**src/core/tick_pkg.sv**
```systemverilog
// Package for the periodic tick counter: register map, field layout, reset values, divider table
package tick_pkg;

  // ****************************************************
  // Register map
  // ****************************************************
  localparam int          ADDR_W        = 2;
  localparam logic [1:0]  OFF_STATUS    = 2'h0;
  localparam logic [1:0]  OFF_COUNT     = 2'h1;
  localparam logic [1:0]  OFF_LIMIT     = 2'h2;

  // ****************************************************
  // Field positions and reset values
  // ****************************************************
  localparam int          FLAG_BIT      = 7;
  localparam int          SRC_HI        = 6;
  localparam int          SRC_LO        = 5;
  localparam int          IE_BIT        = 4;
  localparam int          PS_HI         = 3;
  localparam int          PS_LO         = 0;
  localparam logic [7:0]  CTRL_RESET    = 8'h00;
  localparam logic [7:0]  COUNT_RESET   = 8'h00;
  localparam logic [7:0]  LIMIT_RESET   = 8'h00;
  localparam logic [3:0]  PS_OFF        = 4'h0;

  // ****************************************************
  // Tick source encodings
  // ****************************************************
  localparam logic [1:0]  SRC_LOW_POWER = 2'h0;
  localparam logic [1:0]  SRC_EXT_REF   = 2'h1;
  localparam int          SRC_COUNT     = 3;
  localparam int          IDX_LOW_POWER = 0;
  localparam int          IDX_EXT_REF   = 1;
  localparam int          IDX_INT_REF   = 2;
  localparam int          PRE_W         = 18;

  typedef struct packed {
    logic       flag;
    logic [1:0] src;
    logic       ie;
    logic [3:0] ps;
  } ctrl_t;

  // Divide ratio for a divider select value; bit 0 of the source select picks the long table
  function automatic logic [PRE_W-1:0] divide_ratio(input logic [3:0] ps, input logic long_sel);
    logic [PRE_W-1:0] r;
    r = 18'h00001;
    if (!long_sel) begin
      case (ps)
        4'h1: r = 18'h00008;
        4'h2: r = 18'h00020;
        4'h3: r = 18'h00040;
        4'h4: r = 18'h00080;
        4'h5: r = 18'h00100;
        4'h6: r = 18'h00200;
        4'h7: r = 18'h00400;
        4'h8: r = 18'h00001;
        4'h9: r = 18'h00002;
        4'ha: r = 18'h00004;
        4'hb: r = 18'h0000a;
        4'hc: r = 18'h00010;
        4'hd: r = 18'h00064;
        4'he: r = 18'h001f4;
        4'hf: r = 18'h003e8;
        default: r = 18'h00001;
      endcase
    end else begin
      case (ps)
        4'h1: r = 18'h00400;
        4'h2: r = 18'h00800;
        4'h3: r = 18'h01000;
        4'h4: r = 18'h02000;
        4'h5: r = 18'h04000;
        4'h6: r = 18'h08000;
        4'h7: r = 18'h10000;
        4'h8: r = 18'h003e8;
        4'h9: r = 18'h007d0;
        4'ha: r = 18'h01388;
        4'hb: r = 18'h02710;
        4'hc: r = 18'h04e20;
        4'hd: r = 18'h0c350;
        4'he: r = 18'h186a0;
        4'hf: r = 18'h30d40;
        default: r = 18'h00001;
      endcase
    end
    return r;
  endfunction : divide_ratio

endpackage : tick_pkg

```
**src/core/tick_prescaler.sv**
```systemverilog
// Source synchroniser, source select and programmable prescaler of the tick counter
`timescale 1ns/100ps
`default_nettype none
module tick_prescaler
  import tick_pkg::*;
(
  input  wire logic                 clk,
  input  wire logic                 rst_n,
  input  wire logic [SRC_COUNT-1:0] src_raw,
  input  wire logic [1:0]           src_sel,
  input  wire logic [3:0]           ps,
  input  wire logic                 restart,
  input  wire logic                 halt,
  output logic                      tick
);

  logic [SRC_COUNT-1:0] sync1_q;
  logic [SRC_COUNT-1:0] sync2_q;
  logic [SRC_COUNT-1:0] prev_q;
  logic [PRE_W-1:0]     pre_q;
  logic [PRE_W-1:0]     last;
  logic                 src_edge;
  logic                 tick_q;

  // ****************************************************
  // Source clocks come in as levels and are resampled
  // ****************************************************
  // Two stages before any edge logic so a slow source never reaches the counter metastable
  always_ff @(posedge clk) begin
    if (!rst_n) begin
      sync1_q <= '0;
      sync2_q <= '0;
      prev_q  <= '0;
    end else begin
      sync1_q <= src_raw;
      sync2_q <= sync1_q;
      prev_q  <= sync2_q;
    end
  end

  always_comb begin
    if (src_sel == SRC_LOW_POWER) begin
      src_edge = sync2_q[IDX_LOW_POWER] & ~prev_q[IDX_LOW_POWER];
    end else if (src_sel == SRC_EXT_REF) begin
      src_edge = sync2_q[IDX_EXT_REF] & ~prev_q[IDX_EXT_REF];
    end else begin
      src_edge = sync2_q[IDX_INT_REF] & ~prev_q[IDX_INT_REF];
    end
  end

  // ****************************************************
  // Prescaler
  // ****************************************************
  assign last = divide_ratio(ps, src_sel[0]) - 18'h00001;

  always_ff @(posedge clk) begin
    if (!rst_n) begin
      pre_q  <= '0;
      tick_q <= 1'b0;
    end else if (restart || ps == PS_OFF) begin
      pre_q  <= '0;
      tick_q <= 1'b0;
    end else if (halt) begin
      // A tick already issued is kept until the halt ends, so no period is lost
      tick_q <= tick_q;
    end else if (src_edge) begin
      tick_q <= (pre_q >= last);
      pre_q  <= (pre_q >= last) ? '0 : pre_q + 18'h00001;
    end else begin
      tick_q <= 1'b0;
    end
  end

  assign tick = tick_q;

endmodule : tick_prescaler
`default_nettype wire

```
**src/core/periodic_tick_counter.sv**
```systemverilog
// Periodic tick counter: register slave, 8-bit match counter, sticky match flag and interrupt
//
// The implementer's own choices: the plain strobed port and the placing of the registers.
`timescale 1ns/100ps
`default_nettype none

// Function
// - Set the match flag, status bit 7, on the tick that finds the count equal to the limit.
// - Writing 0 to the flag does nothing; writing 1 clears it and the request.
// - Source select 00 low-power, 01 external reference, 1x internal reference clock.
// - Writing a changed source select clears prescaler and count.
// - Interrupt request while flag set only when enable bit 4 is one.
// - Divider select bits 3:0 reset to zero; zero stops the prescaler.
// - Short table: 8,32,64,128,256,512,1024 then 1,2,4,10,16,100,500,1000.
// - Long table: 1024 to 65536 by twos, then 1000 up to 200000.
// - Count register reads current count; writes to it are ignored.
// - Count cleared by reset, limit write, or changed source/divider select.
// - On match the count returns to zero and the flag sets.
// - With limit zero, every prescaler tick sets the flag.
// - Any limit write stores it and clears prescaler and count.
// - Reset zeroes limit, flag, interrupt enable and source select.
// - Running counter advances by one per prescaler tick until equal to limit.
// - Flag sets exactly on the limit-to-zero transition.
// - Counting holds during debug halt and resumes from the held value.
module periodic_tick_counter
  import tick_pkg::*;
(
  input  wire logic                 clk,
  input  wire logic                 rst_n,
  input  wire logic [ADDR_W-1:0]    reg_addr,
  input  wire logic [7:0]           reg_wdata,
  input  wire logic                 reg_wr,
  input  wire logic                 reg_rd,
  output logic [7:0]                reg_rdata,
  input  wire logic                 low_power_oscillator,
  input  wire logic                 external_reference_clock,
  input  wire logic                 internal_reference_clock,
  input  wire logic                 debug_halt,
  output logic                      irq
);

  ctrl_t       ctrl_q;
  ctrl_t       wr_ctrl;
  logic [7:0]  tick_count_q;
  logic [7:0]  match_limit_q;
  logic [7:0]  rdata_q;
  logic        wr_status;
  logic        wr_limit;
  logic        wr_count;
  logic        restart;
  logic        tick;
  logic        match;
  logic        flag_set;

  // ****************************************************
  // Register decode
  // ****************************************************
  assign wr_ctrl = ctrl_t'(reg_wdata);

  always_comb begin
    wr_status = 1'b0;
    wr_limit  = 1'b0;
    wr_count  = 1'b0;
    if (reg_wr && reg_addr == OFF_STATUS) begin
      wr_status = 1'b1;
    end else if (reg_wr && reg_addr == OFF_LIMIT) begin
      wr_limit = 1'b1;
    end else if (reg_wr && reg_addr == OFF_COUNT) begin
      wr_count = 1'b1;
    end
  end

  // A status write restarts only on a changed source or divider select, else it keeps the phase; every limit write restarts
  assign restart = (wr_status && (wr_ctrl.src != ctrl_q.src || wr_ctrl.ps != ctrl_q.ps))
                 || wr_limit;

  // ****************************************************
  // Prescaler
  // ****************************************************
  tick_prescaler u_prescaler (
    .clk     (clk),
    .rst_n   (rst_n),
    .src_raw ({internal_reference_clock, external_reference_clock, low_power_oscillator}),
    .src_sel (ctrl_q.src),
    .ps      (ctrl_q.ps),
    .restart (restart),
    .halt    (debug_halt),
    .tick    (tick)
  );

  // ****************************************************
  // Counter and match
  // ****************************************************
  assign match    = (tick_count_q == match_limit_q);
  // A tick colliding with a restart belongs to the old setting and is dropped
  assign flag_set = tick && match && !restart && !debug_halt;

  always_ff @(posedge clk) begin
    if (!rst_n) begin
      tick_count_q <= COUNT_RESET;
    end else if (restart) begin
      tick_count_q <= COUNT_RESET;
    end else if (tick && !debug_halt) begin
      if (match) begin
        tick_count_q <= COUNT_RESET;
      end else begin
        tick_count_q <= tick_count_q + 8'h01;
      end
    end
  end

  always_ff @(posedge clk) begin
    if (!rst_n) begin
      match_limit_q <= LIMIT_RESET;
    end else if (wr_limit) begin
      match_limit_q <= reg_wdata;
    end
  end

  // ****************************************************
  // Status and control
  // ****************************************************
  always_ff @(posedge clk) begin
    if (!rst_n) begin
      ctrl_q <= ctrl_t'(CTRL_RESET);
    end else begin
      if (wr_status) begin
        ctrl_q.src <= wr_ctrl.src;
        ctrl_q.ie  <= wr_ctrl.ie;
        ctrl_q.ps  <= wr_ctrl.ps;
      end
      // A match in the clearing cycle wins so no event is lost
      if (flag_set) begin
        ctrl_q.flag <= 1'b1;
      end else if (wr_status && wr_ctrl.flag) begin
        ctrl_q.flag <= 1'b0;
      end
    end
  end

  assign irq = ctrl_q.flag && ctrl_q.ie;

  // ****************************************************
  // Read port
  // ****************************************************
  // Count is a flop in this domain, so a read never sees a half-updated value
  always_ff @(posedge clk) begin
    if (!rst_n) begin
      rdata_q <= 8'h00;
    end else if (reg_rd && reg_addr == OFF_STATUS) begin
      rdata_q <= ctrl_q;
    end else if (reg_rd && reg_addr == OFF_COUNT) begin
      rdata_q <= tick_count_q;
    end else if (reg_rd && reg_addr == OFF_LIMIT) begin
      rdata_q <= match_limit_q;
    end else begin
      rdata_q <= 8'h00;
    end
  end

  assign reg_rdata = rdata_q;
endmodule : periodic_tick_counter
`default_nettype wire

```
**config.mk**
```make
export PLATFORM = sky130hd
export DESIGN_NAME = periodic_tick_counter
export DESIGN_NICKNAME = d
export VERILOG_FILES = /design/src/core/tick_pkg.sv /design/src/core/tick_prescaler.sv /design/src/core/periodic_tick_counter.sv
export SDC_FILE = /design/constraint.sdc
export NUM_CORES = 1
export LEC_CHECK = 0
export BUFFER_PORTS_ARGS = -buffer_cell sky130_fd_sc_hd__buf_2
export CORE_AREA = 2 2 92 94
export CTS_BUF_LIST = sky130_fd_sc_hd__clkbuf_8 sky130_fd_sc_hd__clkbuf_16
export DETAILED_ROUTE_END_ITERATION = 10
export DIE_AREA = 0 0 94 96
export PLACE_DENSITY_LB_ADDON = 0.12
export RECOVER_POWER = 25
export SLEW_MARGIN = 20
export SYNTH_ARGS = -nofsm -noshare
export SYNTH_HDL_FRONTEND = slang
export SYNTH_HIERARCHICAL = 1
export SYNTH_SLANG_ARGS = --single-unit
```
**constraint.sdc**
```tcl
create_clock -name clk -period 8.3 [get_ports clk]
set_input_delay 0.415 -clock clk [delete_from_list [all_inputs] [get_ports clk]]
set_output_delay 0.415 -clock clk [all_outputs]
set_load 0.01 [all_outputs]
```
==> results by group, run 1 <==
Logic synthesis
  • Mapped cell area: 3900 um^2
  • Largest family of logic cells by synthesized area: simple AND/OR/NAND/NOR gates
  • Post-Synth Simple-Gate Area: 0.258
  • Asr flop ratio synth: 0
  • Leading area contributor after synthesis: dfxtp_1
  • Main synth FF type: dfxtp_1
  • Synthesized-area fraction occupied by adder cells: 0.0898
  • Post-synthesis sequential area ratio: 0.308
  • Synthesized flop and latch total: 60
  • Post-synth top area share: 0.308
  • Compound-cell area share of the yosys netlist: 0.146
  • Post-Synth XOR/XNOR Area: 0.112
  • Post-synthesis instance total: 445
  • Mux share of post-synthesis cell area: 0.0462
  • Area contributors post-synth: dfxtp_1, ha_1, xor2_1
  • Post-synthesis cell type count: 65
  • Post-synthesis average cell area: 8.77 um^2
  • Post-synth EDFFs: 0
  • Post-synth net total: 491
  • Synth warn: 6

Timing
  • Fmax: 224 MHz
  • Rel. slew slack: 0.458
  • Final hold slack: 0.270 ns
  • Setup ws final: 3.83 ns
  • Actual slew at the worst max-slew pin: 0.803 ns
  • Final Critical Period: 4.47 ns
  • RSZ-0062 raised after global routing: no
  • Setup-failing EPs final: 0
  • Final Hold Viols: 0
  • Max Transition Viols Final: 0
  • Setup TNS: 0 ns
  • Clk_skew: 0.0134 ns
  • Final Cycle Share: 0.539

GRT
  • Vias in the first global route: 2,875
  • Antenna violations before repair: 0
  • First-pass GRT wire length: 14,200 um
  • Total grt overflow: 0
  • GRT Total Usage: 0.203
  • Pin count of the biggest net entering global routing: 25

Finish
  • Final non-filler cell total: 579
  • N_diodes: 0
  • Layout area overhead: 10.5%
  • Commonest non-fill, non-tap cells in the layout: dfxtp_1, nor2_1, nand2_1, xor2_1, ha_1
  • Nets: 515
  • Most common cell after layout, fill and taps aside: dfxtp_1
  • Fraction of layout cells with a size suffix above 1: 0.131

Routing
  • First drt pass iteration count: 4
  • Vias: 3,156
  • Drt first-iter violations: 133
  • Routed wire per std cell: 15.0 um
  • Post-DR vias/cell: 5.45
  • Drt total wl: 8710 um
  • Routed Antenna Nets: 0
  • Residual DRC: 0

CTS
  • Clock Sinks: 60
  • CTS Buf Count: 9
  • H-tree depth: 3
  • Root buffer cell: clkbuf_8
  • Setup Buffers After CTS: 0
  • Post-cts resize count: 0
  • CTS clk-pin slew, worst paths: 0.07 ns
  • Clk buf depth: 2
  • Post-CTS Hold Buffers: 0
  • Worst-Skew Late Latency: 0.35 ns
  • CTS tree: yes

Run status
  • Status: complete, no violations

Worst setup path
  • Worst setup SP type: flop
  • CP cell instances: inv_1, ha_1, mux2i_1, o22ai_1, nor3_2, and3_1, nand4b_1, o31a_1, ha_1, nand4_1, nor3_1, nor4b_1, a211o_1, a221o_1, buf_4, nor2_1
  • Reg-to-reg startpoint: ctrl_q[0]
  • Setup Crit Path Kind: flop to flop
  • Setup crit end kind: flop
  • Most frequent CP cell: ha_1
  • Max incr delay on CP: 0.62 ns
  • Worst Path Arrival: 4.69 ns
  • Critical path's slowest cell: dfxtp_1
  • Critical Path Source: ctrl_q[0]
  • CP max FO: 18
  • Cells on worst reg2reg path: 16
  • CP required: 8.52 ns
  • Setup slack, reg-to-reg: 3.83 ns
  • FF-to-FF End: u_prescaler/pre_q[0]

Floorplanning
  • Core box area: 8050 um^2
  • Die Wd: 94 um
  • Die Area: 9020 um^2
  • # IOs: 27
  • Chip height: 96 um
  • # rows: 33
  • Starting Density: 0.485

Placement
  • Pre-CTS WS: 3.84 ns
  • # port buffers: 26
  • GPL Wtd Cong: 0.906
  • HPWL Detailed: 6480 um
  • Placed instance count: 563

Min path
  • Hold Path Origin: low_power_oscillator
  • Hold Path Depth: 2
  • Min-Delay Path Class: primary input to flop
  • Hold endpoint: u_prescaler/sync1_q[0]

Power
  • Leak: 0.00162 uW
  • Power, Total: 698 uW
  • Worst VDD drop: 0.000125 V
  • PwrDens: 162 nW/um^2

Run
  • MaxCap Viol Count: 0
cells by family after synthesis:
group | after synthesis
compound gates | 74
flops | 60
buf+inv | 30
xor+xnor | 50
simple gates | 185
mux | 18
fa+ha+maj | 28
routing by layer:
layer / track usage / part of all wire
met1: 0.293 / 0.53
met2: 0.298 / 0.42
met3: 0.0407 / 0.035
met4: 0.0785 / 0.016
met5: 0 / 0
flip-flops by register name (all words and copies together) (netlist names):
signal               cells
u_prescaler/prev_q       3
u_prescaler/pre_q       18
match_limit_q            8
u_prescaler/sync2_q      3
ctrl_q                   8
u_prescaler/sync1_q      3
reg_rdata                8
tick_count_q             8
u_prescaler/tick         1
where the power goes:
part	internal [uW]	switching (uW)
sequential	293	6.75
combinational	33.0	48.3
clock	199	118
total	525	174
per-stage QoR:
stage | utilization | cell area, um^2
floorplan | - | 3900
global placement | 0.507 | 4080
detailed placement | 0.507 | 4080
CTS | 0.536 | 4320
global route | 0.536 | 4310
finish | 0.536 | 4310
cell type report:
cell class              count  area, um^2
flip-flops and latches     60        1200
clock buffers               9         124
multi-input cells         355        2540
fillers                   762        3740
inverters                  15        56.3
clock inverters             7         115
well taps                 105         131
repair buffers             28         140
worst max-delay path by stage:
| stage | end | cells after the start |
|---|---|---|
| after detailed placement | u_prescaler/pre_q[0] | 16 |
| after global placement | u_prescaler/pre_q[1] | 16 |
| after CTS | u_prescaler/pre_q[0] | 16 |
| after floorplan | u_prescaler/pre_q[7] | 18 |
| final | u_prescaler/pre_q[0] | 16 |
| after global routing | u_prescaler/pre_q[6] | 18 |
synthesized netlist by cell type, types with 3 or more instances:
master      n
nand2_1    40
and3_1      4
and2_1     11
a211oi_1    6
o21ai_0    16
nand3_1     9
clkbuf_1    4
nand2b_1    9
nor2b_1    10
nor2_1     48
xor2_1     28
nor4_1      7
a21oi_1    10
a21o_1      3
o2bb2ai_1   4
dfxtp_1    60
nor2_4     10
nand3b_1    3
nor3_1      7
o211ai_1    3
inv_1      15
o22ai_1     6
buf_2       7
nand4_1     9
xnor2_1    22
mux2i_1    18
or3_1       3
ha_1       28
worst max-delay path: cells and delay by family (launching register included):
| family | cells | cell delay [ns] |
|---|---|---|
| multiplexers | 1 | 0.24 |
| flip-flops | 1 | 0.62 |
| buffers and inverters | 2 | 0.52 |
| AO/OA/AOI/OAI | 4 | 0.81 |
| adder cells (fa/ha/maj) | 2 | 0.65 |
| AND/OR/NAND/NOR | 7 | 1.50 |
Note: power is estimated with default switching activity, not from simulation.
==> run 2: changes to the inputs <==
--- a/config.mk
+++ b/config.mk
@@ -5,11 +5,12 @@
 export SDC_FILE = /design/constraint.sdc
 export NUM_CORES = 1
 export LEC_CHECK = 0
+export ABC_AREA = 1
 export BUFFER_PORTS_ARGS = -buffer_cell sky130_fd_sc_hd__buf_2
-export CORE_AREA = 2 2 92 94
+export CORE_AREA = 2 2 97 99
 export CTS_BUF_LIST = sky130_fd_sc_hd__clkbuf_8 sky130_fd_sc_hd__clkbuf_16
 export DETAILED_ROUTE_END_ITERATION = 10
-export DIE_AREA = 0 0 94 96
+export DIE_AREA = 0 0 99 101
 export PLACE_DENSITY_LB_ADDON = 0.12
 export RECOVER_POWER = 25
 export SLEW_MARGIN = 20
==> constraint.sdc (replaced) <==
create_clock -name clk -period 4.5 [get_ports clk]
set_input_delay 0.225 -clock clk [delete_from_list [all_inputs] [get_ports clk]]
set_output_delay 0.225 -clock clk [all_outputs]
set_load 0.01 [all_outputs]
==> run 2 against run 1 <==
Core utilization fell by 0.30 points. Sequential share of layout area shrank 2.7 points. Clock skew fell by 0.0024 ns. Count of clock-buffer cells in the layout up 2. Die area rose by 11%. Critical path depth is 7 higher. Combinational power rose to 3.0 times the previous value. Non-clock buffer count fell by 1. Via count grew 29%. Routed wire length is 16% higher. Maximum frequency increased by 23%. Critical path type unchanged. Critical endpoint is now u_prescaler/pre_q[3]. Largest cell class unchanged.
==> results by group, run 2 <==
Worst setup path
  • CP max FO: 18 (unchanged)
  • Setup crit end kind: flop (unchanged)
  • Setup Crit Path Kind: flop to flop (unchanged)
  • Worst setup SP type: flop (unchanged)
  • Cells on worst reg2reg path: 23 (was 16)
  • Worst Path Arrival: 3.86 ns (was 4.69 ns)
  • Critical Path Source: ctrl_q[0] (unchanged)
  • Setup slack, reg-to-reg: 0.86 ns (was 3.83 ns)
  • Reg-to-reg startpoint: ctrl_q[0] (unchanged)
  • CP required: 4.72 ns (was 8.52 ns)
  • Worst Setup EP: u_prescaler/pre_q[3] (was u_prescaler/pre_q[0])
  • FF-to-FF End: u_prescaler/pre_q[3] (was u_prescaler/pre_q[0])

Placement
  • Pre-CTS WS: 0.847 ns (was 3.84 ns)
  • HPWL Detailed: 7990 um (was 6480 um)
  • GPL Wtd Cong: 0.924 (was 0.906)
  • # port buffers: 26 (unchanged)

Logic synthesis
  • Leading area contributor after synthesis: dfxtp_1 (unchanged)
  • Post-synth top area share: 0.272 (was 0.308)
  • Synthesized flop and latch total: 60 (unchanged)
  • Synth warn: 6 (unchanged)
  • Count leader, synth: nand2_1 (was dfxtp_1)
  • Post-synthesis sequential area ratio: 0.272 (was 0.308)
  • Mapped cell area: 4420 um^2 (was 3900 um^2)
  • Post-synth EDFFs: 0 (unchanged)
  • Post-synthesis cell type count: 39 (was 65)
  • Asr flop ratio synth: 0 (unchanged)
  • Area contributors post-synth: dfxtp_1, nand2_1, inv_1 (was dfxtp_1, ha_1, xor2_1)
  • Main synth FF type: dfxtp_1 (unchanged)
  • Post-synth top cells: nand2_1, inv_1, nor2_1, dfxtp_1, nand3_1 (was dfxtp_1, nor2_1, nand2_1, ha_1, xor2_1)
  • Post-synth net total: 721 (was 491)
  • Post-synthesis average cell area: 6.55 um^2 (was 8.77 um^2)
  • Post-synthesis instance total: 675 (was 445)

Finish
  • Area taken by multi-input logic gates: 2670 um^2 (was 2540 um^2)
  • Largest register FFs: 18 (unchanged)
  • Nets: 745 (was 515)
  • FF+latch area: 1200 um^2 (unchanged)
  • N_diodes: 0 (unchanged)
  • Commonest non-fill, non-tap cells in the layout: nand2_1, inv_1, nor2_1, dfxtp_1, nand3_1 (was dfxtp_1, nor2_1, nand2_1, xor2_1, ha_1)
  • Largest Register: u_prescaler/pre_q (unchanged)
  • Fraction of layout cells with a size suffix above 1: 0.134 (was 0.131)
  • Filler Cells Inserted: 898 (was 762)
  • Layout area overhead: 8.24% (was 10.5%)
  • Most common cell after layout, fill and taps aside: nand2_1 (was dfxtp_1)

CTS
  • Clk buf depth: 2 (unchanged)
  • Post-CTS Hold Buffers: 0 (unchanged)
  • Post-cts resize count: 0 (unchanged)
  • CTS Buf Count: 9 (unchanged)
  • Worst-Skew Late Latency: 0.34 ns (was 0.35 ns)
  • Clock Sinks: 60 (unchanged)
  • H-tree depth: 3 (unchanged)
  • CTS clk-pin slew, worst paths: 0.07 ns (about the same)
  • CTS tree: yes (unchanged)
  • Root buffer cell: clkbuf_8 (unchanged)
  • Setup Buffers After CTS: 0 (unchanged)

Floorplanning
  • Core box area: 8980 um^2 (was 8050 um^2)
  • Die Area: 10000 um^2 (was 9020 um^2)
  • Chip height: 101 um (was 96 um)
  • # rows: 35 (was 33)
  • Starting Density: 0.492 (was 0.485)
  • Die Wd: 99 um (was 94 um)
  • # IOs: 27 (unchanged)

Routing
  • WL met3: 376 um (was 303 um)
  • Drt first-iter violations: 226 (was 133)
  • First drt pass iteration count: 4 (unchanged)
  • Drt total wl: 10,100 um (was 8710 um)
  • Vias: 4,058 (was 3,156)
  • Top sig layer: met4 (unchanged)
  • Residual DRC: 0 (unchanged)
  • Routed wire length on met2: 4750 um (was 3670 um)
  • Metal-1 WL: 4740 um (was 4590 um)
  • Routed wire per std cell: 12.4 um (was 15.0 um)
  • Routed Antenna Nets: 0 (unchanged)
  • Post-DR vias/cell: 4.98 (was 5.45)

GRT
  • Antenna violations before repair: 0 (unchanged)
  • First-pass GRT wire length: 17,300 um (was 14,200 um)
  • Vias in the first global route: 3,828 (was 2,875)
  • Pin count of the biggest net entering global routing: 36 (was 25)
  • Total grt overflow: 0 (unchanged)
  • GRT Total Usage: 0.214 (was 0.203)

Timing
  • Setup ws final: 0.860 ns (was 3.83 ns)
  • Clk_skew: 0.0110 ns (was 0.0134 ns)
  • Actual slew at the worst max-slew pin: 1.32 ns (was 0.803 ns)
  • Setup TNS: 0 ns (unchanged)
  • Fmax: 275 MHz (was 224 MHz)
  • Max Transition Viols Final: 0 (unchanged)
  • Setup-failing EPs final: 0 (unchanged)
  • Final Hold Viols: 0 (unchanged)
  • Final Cycle Share: 0.809 (was 0.539)
  • Final Critical Period: 3.64 ns (was 4.47 ns)
  • Rel. slew slack: 0.123 (was 0.458)
  • RSZ-0062 raised after global routing: no (unchanged)

Run status
  • Status: complete, no violations (unchanged)

Min path
  • Min-Delay Path Class: primary input to flop (unchanged)

Power
  • Leak: 0.00242 uW (was 0.00162 uW)
  • PwrDens: 272 nW/um^2 (was 162 nW/um^2)
  • Worst VDD drop: 0.000178 V (was 0.000125 V)

Run
  • MaxCap Viol Count: 0 (unchanged)
[run 2: worst min-delay path by stage]
stage	startpoint	slack, ns	cells after the start	end
floorplan	low_power_oscillator	0.32	2	u_prescaler/sync1_q[0]
global placement	u_prescaler/sync1_q[2]	0.40	2	u_prescaler/sync2_q[2]
detailed placement	u_prescaler/sync1_q[1]	0.40	2	u_prescaler/sync2_q[1]
CTS	low_power_oscillator	0.06	3	u_prescaler/sync1_q[0]
global route	low_power_oscillator	0.08	3	u_prescaler/sync1_q[0]
finish	low_power_oscillator	0.07	3	u_prescaler/sync1_q[0]
[run 2: layout make-up]
type / count / share of cell area
clock buffers: 11 / 0.0317
inverters: 115 / 0.0908
clock inverters: 5 / 0.0107
well taps: 111 / 0.0290
repair buffers: 27 / 0.0285
multi-input cells: 486 / 0.558
flip-flops and latches: 60 / 0.251
[run 2: power breakdown]
| group | leakage, uW | total, uW | switching, uW | internal (uW) |
|---|---|---|---|---|
| Combinational | 0.00183 | 240 | 155 | 84.8 |
| Sequential | 0.000487 | 557 | 14.5 | 542 |
| Clock | 0.000107 | 506 | 224 | 282 |
[run 2: kinds of logic after synthesis]
logic type               after synthesis  share of synthesized area
AND/OR/NAND/NOR                      353                      0.366
flip-flops                            60                      0.272
XOR/XNOR                              34                     0.0708
adder cells (fa/ha/maj)               28                     0.0793
AO/OA/AOI/OAI                         71                     0.0878
buffers and inverters                129                      0.124
[run 2: metal layers]
layer | up-vias | GRT usage
met1 | 1818 | 0.273
met2 | 83 | 0.357
met4 | 0 | 0.0991
li1 | 2138 | -
met5 | - | 0
met3 | 19 | 0.0305
[run 2: critical path, cell delays in order, from the launching register on]
cell      delay, ns
dfxtp_1        0.53
inv_1          0.17
ha_1           0.27
inv_1          0.09
nor3_2         0.07
inv_1          0.11
ha_1           0.19
nand2_1        0.10
nor2_4         0.15
nand3_2        0.14
nor2_2         0.16
nand2_1        0.07
nand2_1        0.05
nand2_1        0.05
ha_1           0.27
nand2_1        0.06
nor2_1         0.15
nand2_1        0.08
nor2_1         0.13
o211ai_1       0.10
nand3_1        0.09
nand2_1        0.08
nand2_2        0.32
nor2_1         0.08
[run 2: through the flow]
step / utilization / instance area, um^2 / hold slack, ns / power [uW] / instances
2_1_floorplan: - / 4420 / 0.323 / 752 / 675
3_3_place_gp: 0.510 / 4580 / 0.399 / 802 / 799
3_5_place_dp: 0.510 / 4580 / 0.398 / 808 / 799
4_1_cts: 0.533 / 4780 / 0.0572 / 1320 / 815
5_1_grt: 0.533 / 4780 / 0.0788 / 1380 / 815
6_report: 0.533 / 4780 / 0.0654 / 1300 / 815
==> run 3: changes to the inputs <==
==> constraint.sdc (replaced) <==
create_clock -name clk -period 3.6 [get_ports clk]
set_input_delay 0.18 -clock clk [delete_from_list [all_inputs] [get_ports clk]]
set_output_delay 0.18 -clock clk [all_outputs]
set_load 0.01 [all_outputs]
==> run 3 against run 2 <==
Global-route usage increased by 0.22 points. Critical path depth decreased by 1. Critical path type unchanged. Largest cell class unchanged. Maximum frequency is 13% higher. Via count decreased by 0.37%. Cell count increased by 0.74%. Largest power group unchanged.
==> results by group, run 3 (synthesis results as in run 2) <==
Timing
  • Fmax: 310 MHz (was 275 MHz)
  • Clk_skew: 0.0115 ns (was 0.0110 ns)
  • Rel. slew slack: 0.140 (was 0.123)
  • Final Critical Period: 3.22 ns (was 3.64 ns)
  • RSZ-0062 raised after global routing: no (unchanged)
  • Final hold slack: 0.0212 ns (was 0.0654 ns)
  • Final Hold Viols: 0 (unchanged)
  • Max Transition Viols Final: 0 (unchanged)
  • Setup-failing EPs final: 0 (unchanged)
  • Actual slew at the worst max-slew pin: 1.29 ns (was 1.32 ns)
  • Final Cycle Share: 0.895 (was 0.809)
  • Setup TNS: 0 ns (unchanged)

CTS
  • Setup Buffers After CTS: 0 (unchanged)
  • Post-cts resize count: 0 (unchanged)
  • Clk buf depth: 2 (unchanged)
  • CTS Buf Count: 9 (unchanged)
  • CTS tree: yes (unchanged)
  • H-tree depth: 3 (unchanged)
  • CTS clk-pin slew, worst paths: 0.08 ns (was 0.07 ns)
  • Clock Sinks: 60 (unchanged)
  • Root buffer cell: clkbuf_8 (unchanged)
  • Worst-Skew Late Latency: 0.33 ns (was 0.34 ns)
  • Post-CTS Hold Buffers: 0 (unchanged)

Routing
  • Vias: 4,043 (was 4,058)
  • Drt total wl: 10,400 um (was 10,100 um)
  • Residual DRC: 0 (unchanged)
  • Routed wire per std cell: 12.7 um (was 12.4 um)
  • First drt pass iteration count: 5 (was 4)
  • Post-DR vias/cell: 4.92 (was 4.98)
  • Drt first-iter violations: 160 (was 226)
  • Routed Antenna Nets: 0 (unchanged)

Worst setup path
  • CP max FO: 9 (was 18)
  • Setup crit end kind: flop (unchanged)
  • CP required: 3.83 ns (was 4.72 ns)
  • Setup Crit Path Kind: flop to flop (unchanged)
  • Worst Path Arrival: 3.45 ns (was 3.86 ns)
  • Worst setup SP type: flop (unchanged)

GRT
  • Pin count of the biggest net entering global routing: 36 (unchanged)
  • Antenna violations before repair: 0 (unchanged)
  • Vias in the first global route: 3,868 (was 3,828)
  • Total grt overflow: 0 (unchanged)
  • First-pass GRT wire length: 17,700 um (was 17,300 um)
  • GRT Total Usage: 0.216 (was 0.214)

Finish
  • Post-route cell area: 4850 um^2 (was 4780 um^2)
  • N_diodes: 0 (unchanged)
  • Filler Cells Inserted: 914 (was 898)
  • Largest register FFs: 18 (unchanged)
  • Largest Register: u_prescaler/pre_q (unchanged)
  • Most common cell after layout, fill and taps aside: nand2_1 (unchanged)
  • Nets: 751 (was 745)
  • FF+latch area: 1200 um^2 (unchanged)
  • Commonest non-fill, non-tap cells in the layout: nand2_1, inv_1, nor2_1, dfxtp_1, nand3_1 (unchanged)
  • Fraction of layout cells with a size suffix above 1: 0.142 (was 0.134)
  • Layout area overhead: 9.74% (was 8.24%)
  • Area taken by multi-input logic gates: 2700 um^2 (was 2670 um^2)

Min path
  • Min-Delay Path Class: primary input to flop (unchanged)

Floorplanning
  • Chip height: 101 um (unchanged)
  • Die Wd: 99 um (unchanged)
  • # rows: 35 (unchanged)
  • Starting Density: 0.492 (unchanged)
  • # IOs: 27 (unchanged)
  • Core box area: 8980 um^2 (unchanged)
  • Die Area: 10000 um^2 (unchanged)

Power
  • Worst VDD drop: 0.000221 V (was 0.000178 V)
  • Sequential group share of total power: 0.419 (was 0.427)
  • Int Power: 1120 uW (was 909 uW)
  • Comb power frac: 0.193 (was 0.184)
  • NetSw: 520 uW (was 394 uW)
  • Part of the power in the clock network: 0.387 (was 0.389)
  • Switching Fraction: 0.317 (was 0.302)
  • Leak: 0.00245 uW (was 0.00242 uW)
  • PwrDens: 338 nW/um^2 (was 272 nW/um^2)

Placement
  • HPWL Detailed: 7970 um (was 7990 um)
  • Post-place instance area: 4610 um^2 (was 4580 um^2)
  • # port buffers: 26 (unchanged)
  • GPL Wtd Cong: 0.858 (was 0.924)

Run status
  • Status: complete, no violations (unchanged)

Run
  • MaxCap Viol Count: 0 (unchanged)
==> run 3: area by class of cell <==
class / count / share of cell area
clock buffers: 9 / 0.0255
clock inverters: 7 / 0.0168
inverters: 115 / 0.0895
multi-input cells: 488 / 0.557
flip-flops and latches: 60 / 0.248
well taps: 111 / 0.0286
repair buffers: 31 / 0.0348
==> run 3: worst paths after layout <==
| kind | from | end | slack, ns | cells after the start |
|---|---|---|---|---|
| worst max-delay path | ctrl_q[1] | u_prescaler/pre_q[17] | 0.38 | 22 |
| worst min-delay path | low_power_oscillator | u_prescaler/sync1_q[0] | 0.02 | 3 |
| worst max register to register | ctrl_q[1] | u_prescaler/pre_q[17] | 0.38 | 22 |
| worst min register to register | u_prescaler/sync1_q[1] | u_prescaler/sync2_q[1] | 0.42 | 2 |
==> run 3: power groups by stage <==
stage	registers, uW	clock network (uW)	logic [uW]
global placement	703	0	307
global route	690	681	365
detailed placement	703	0	309
floorplan	702	0	238
CTS	688	654	311
finish	688	635	317
==> run 3: layer usage <==
metal  GRT usage  routed length [um]
met3      0.0333                 422
met2       0.354                4770
met4      0.0822                 203
met1       0.287                5050
met5           0                   0
==> run 3: worst max-delay path, cell delays in order (launching register included) <==
cell	delay (ns)
dfxtp_1	0.31
inv_1	0.15
ha_1	0.25
inv_1	0.11
nor3_4	0.25
inv_1	0.09
ha_1	0.21
nand2_1	0.11
nor2_4	0.06
nand3_2	0.12
nor2_2	0.07
nand3b_1	0.08
nand2_1	0.06
ha_1	0.27
nand2_1	0.06
nor2_1	0.14
nand2_1	0.09
nor2_1	0.13
o211ai_1	0.10
nand3_1	0.12
nand2_2	0.13
nand2_4	0.16
nor2_1	0.06
==> run 3: per-stage QoR <==
stage	std cells	power, uW	utilization	setup WS, ns
final	821	1640	0.540	0.377
after detailed placement	803	1010	0.514	0.231
after CTS	819	1650	0.536	0.234
after floorplan	675	940	-	0.443
after global routing	821	1740	0.540	0.0109
after global placement	803	1010	0.514	0.365
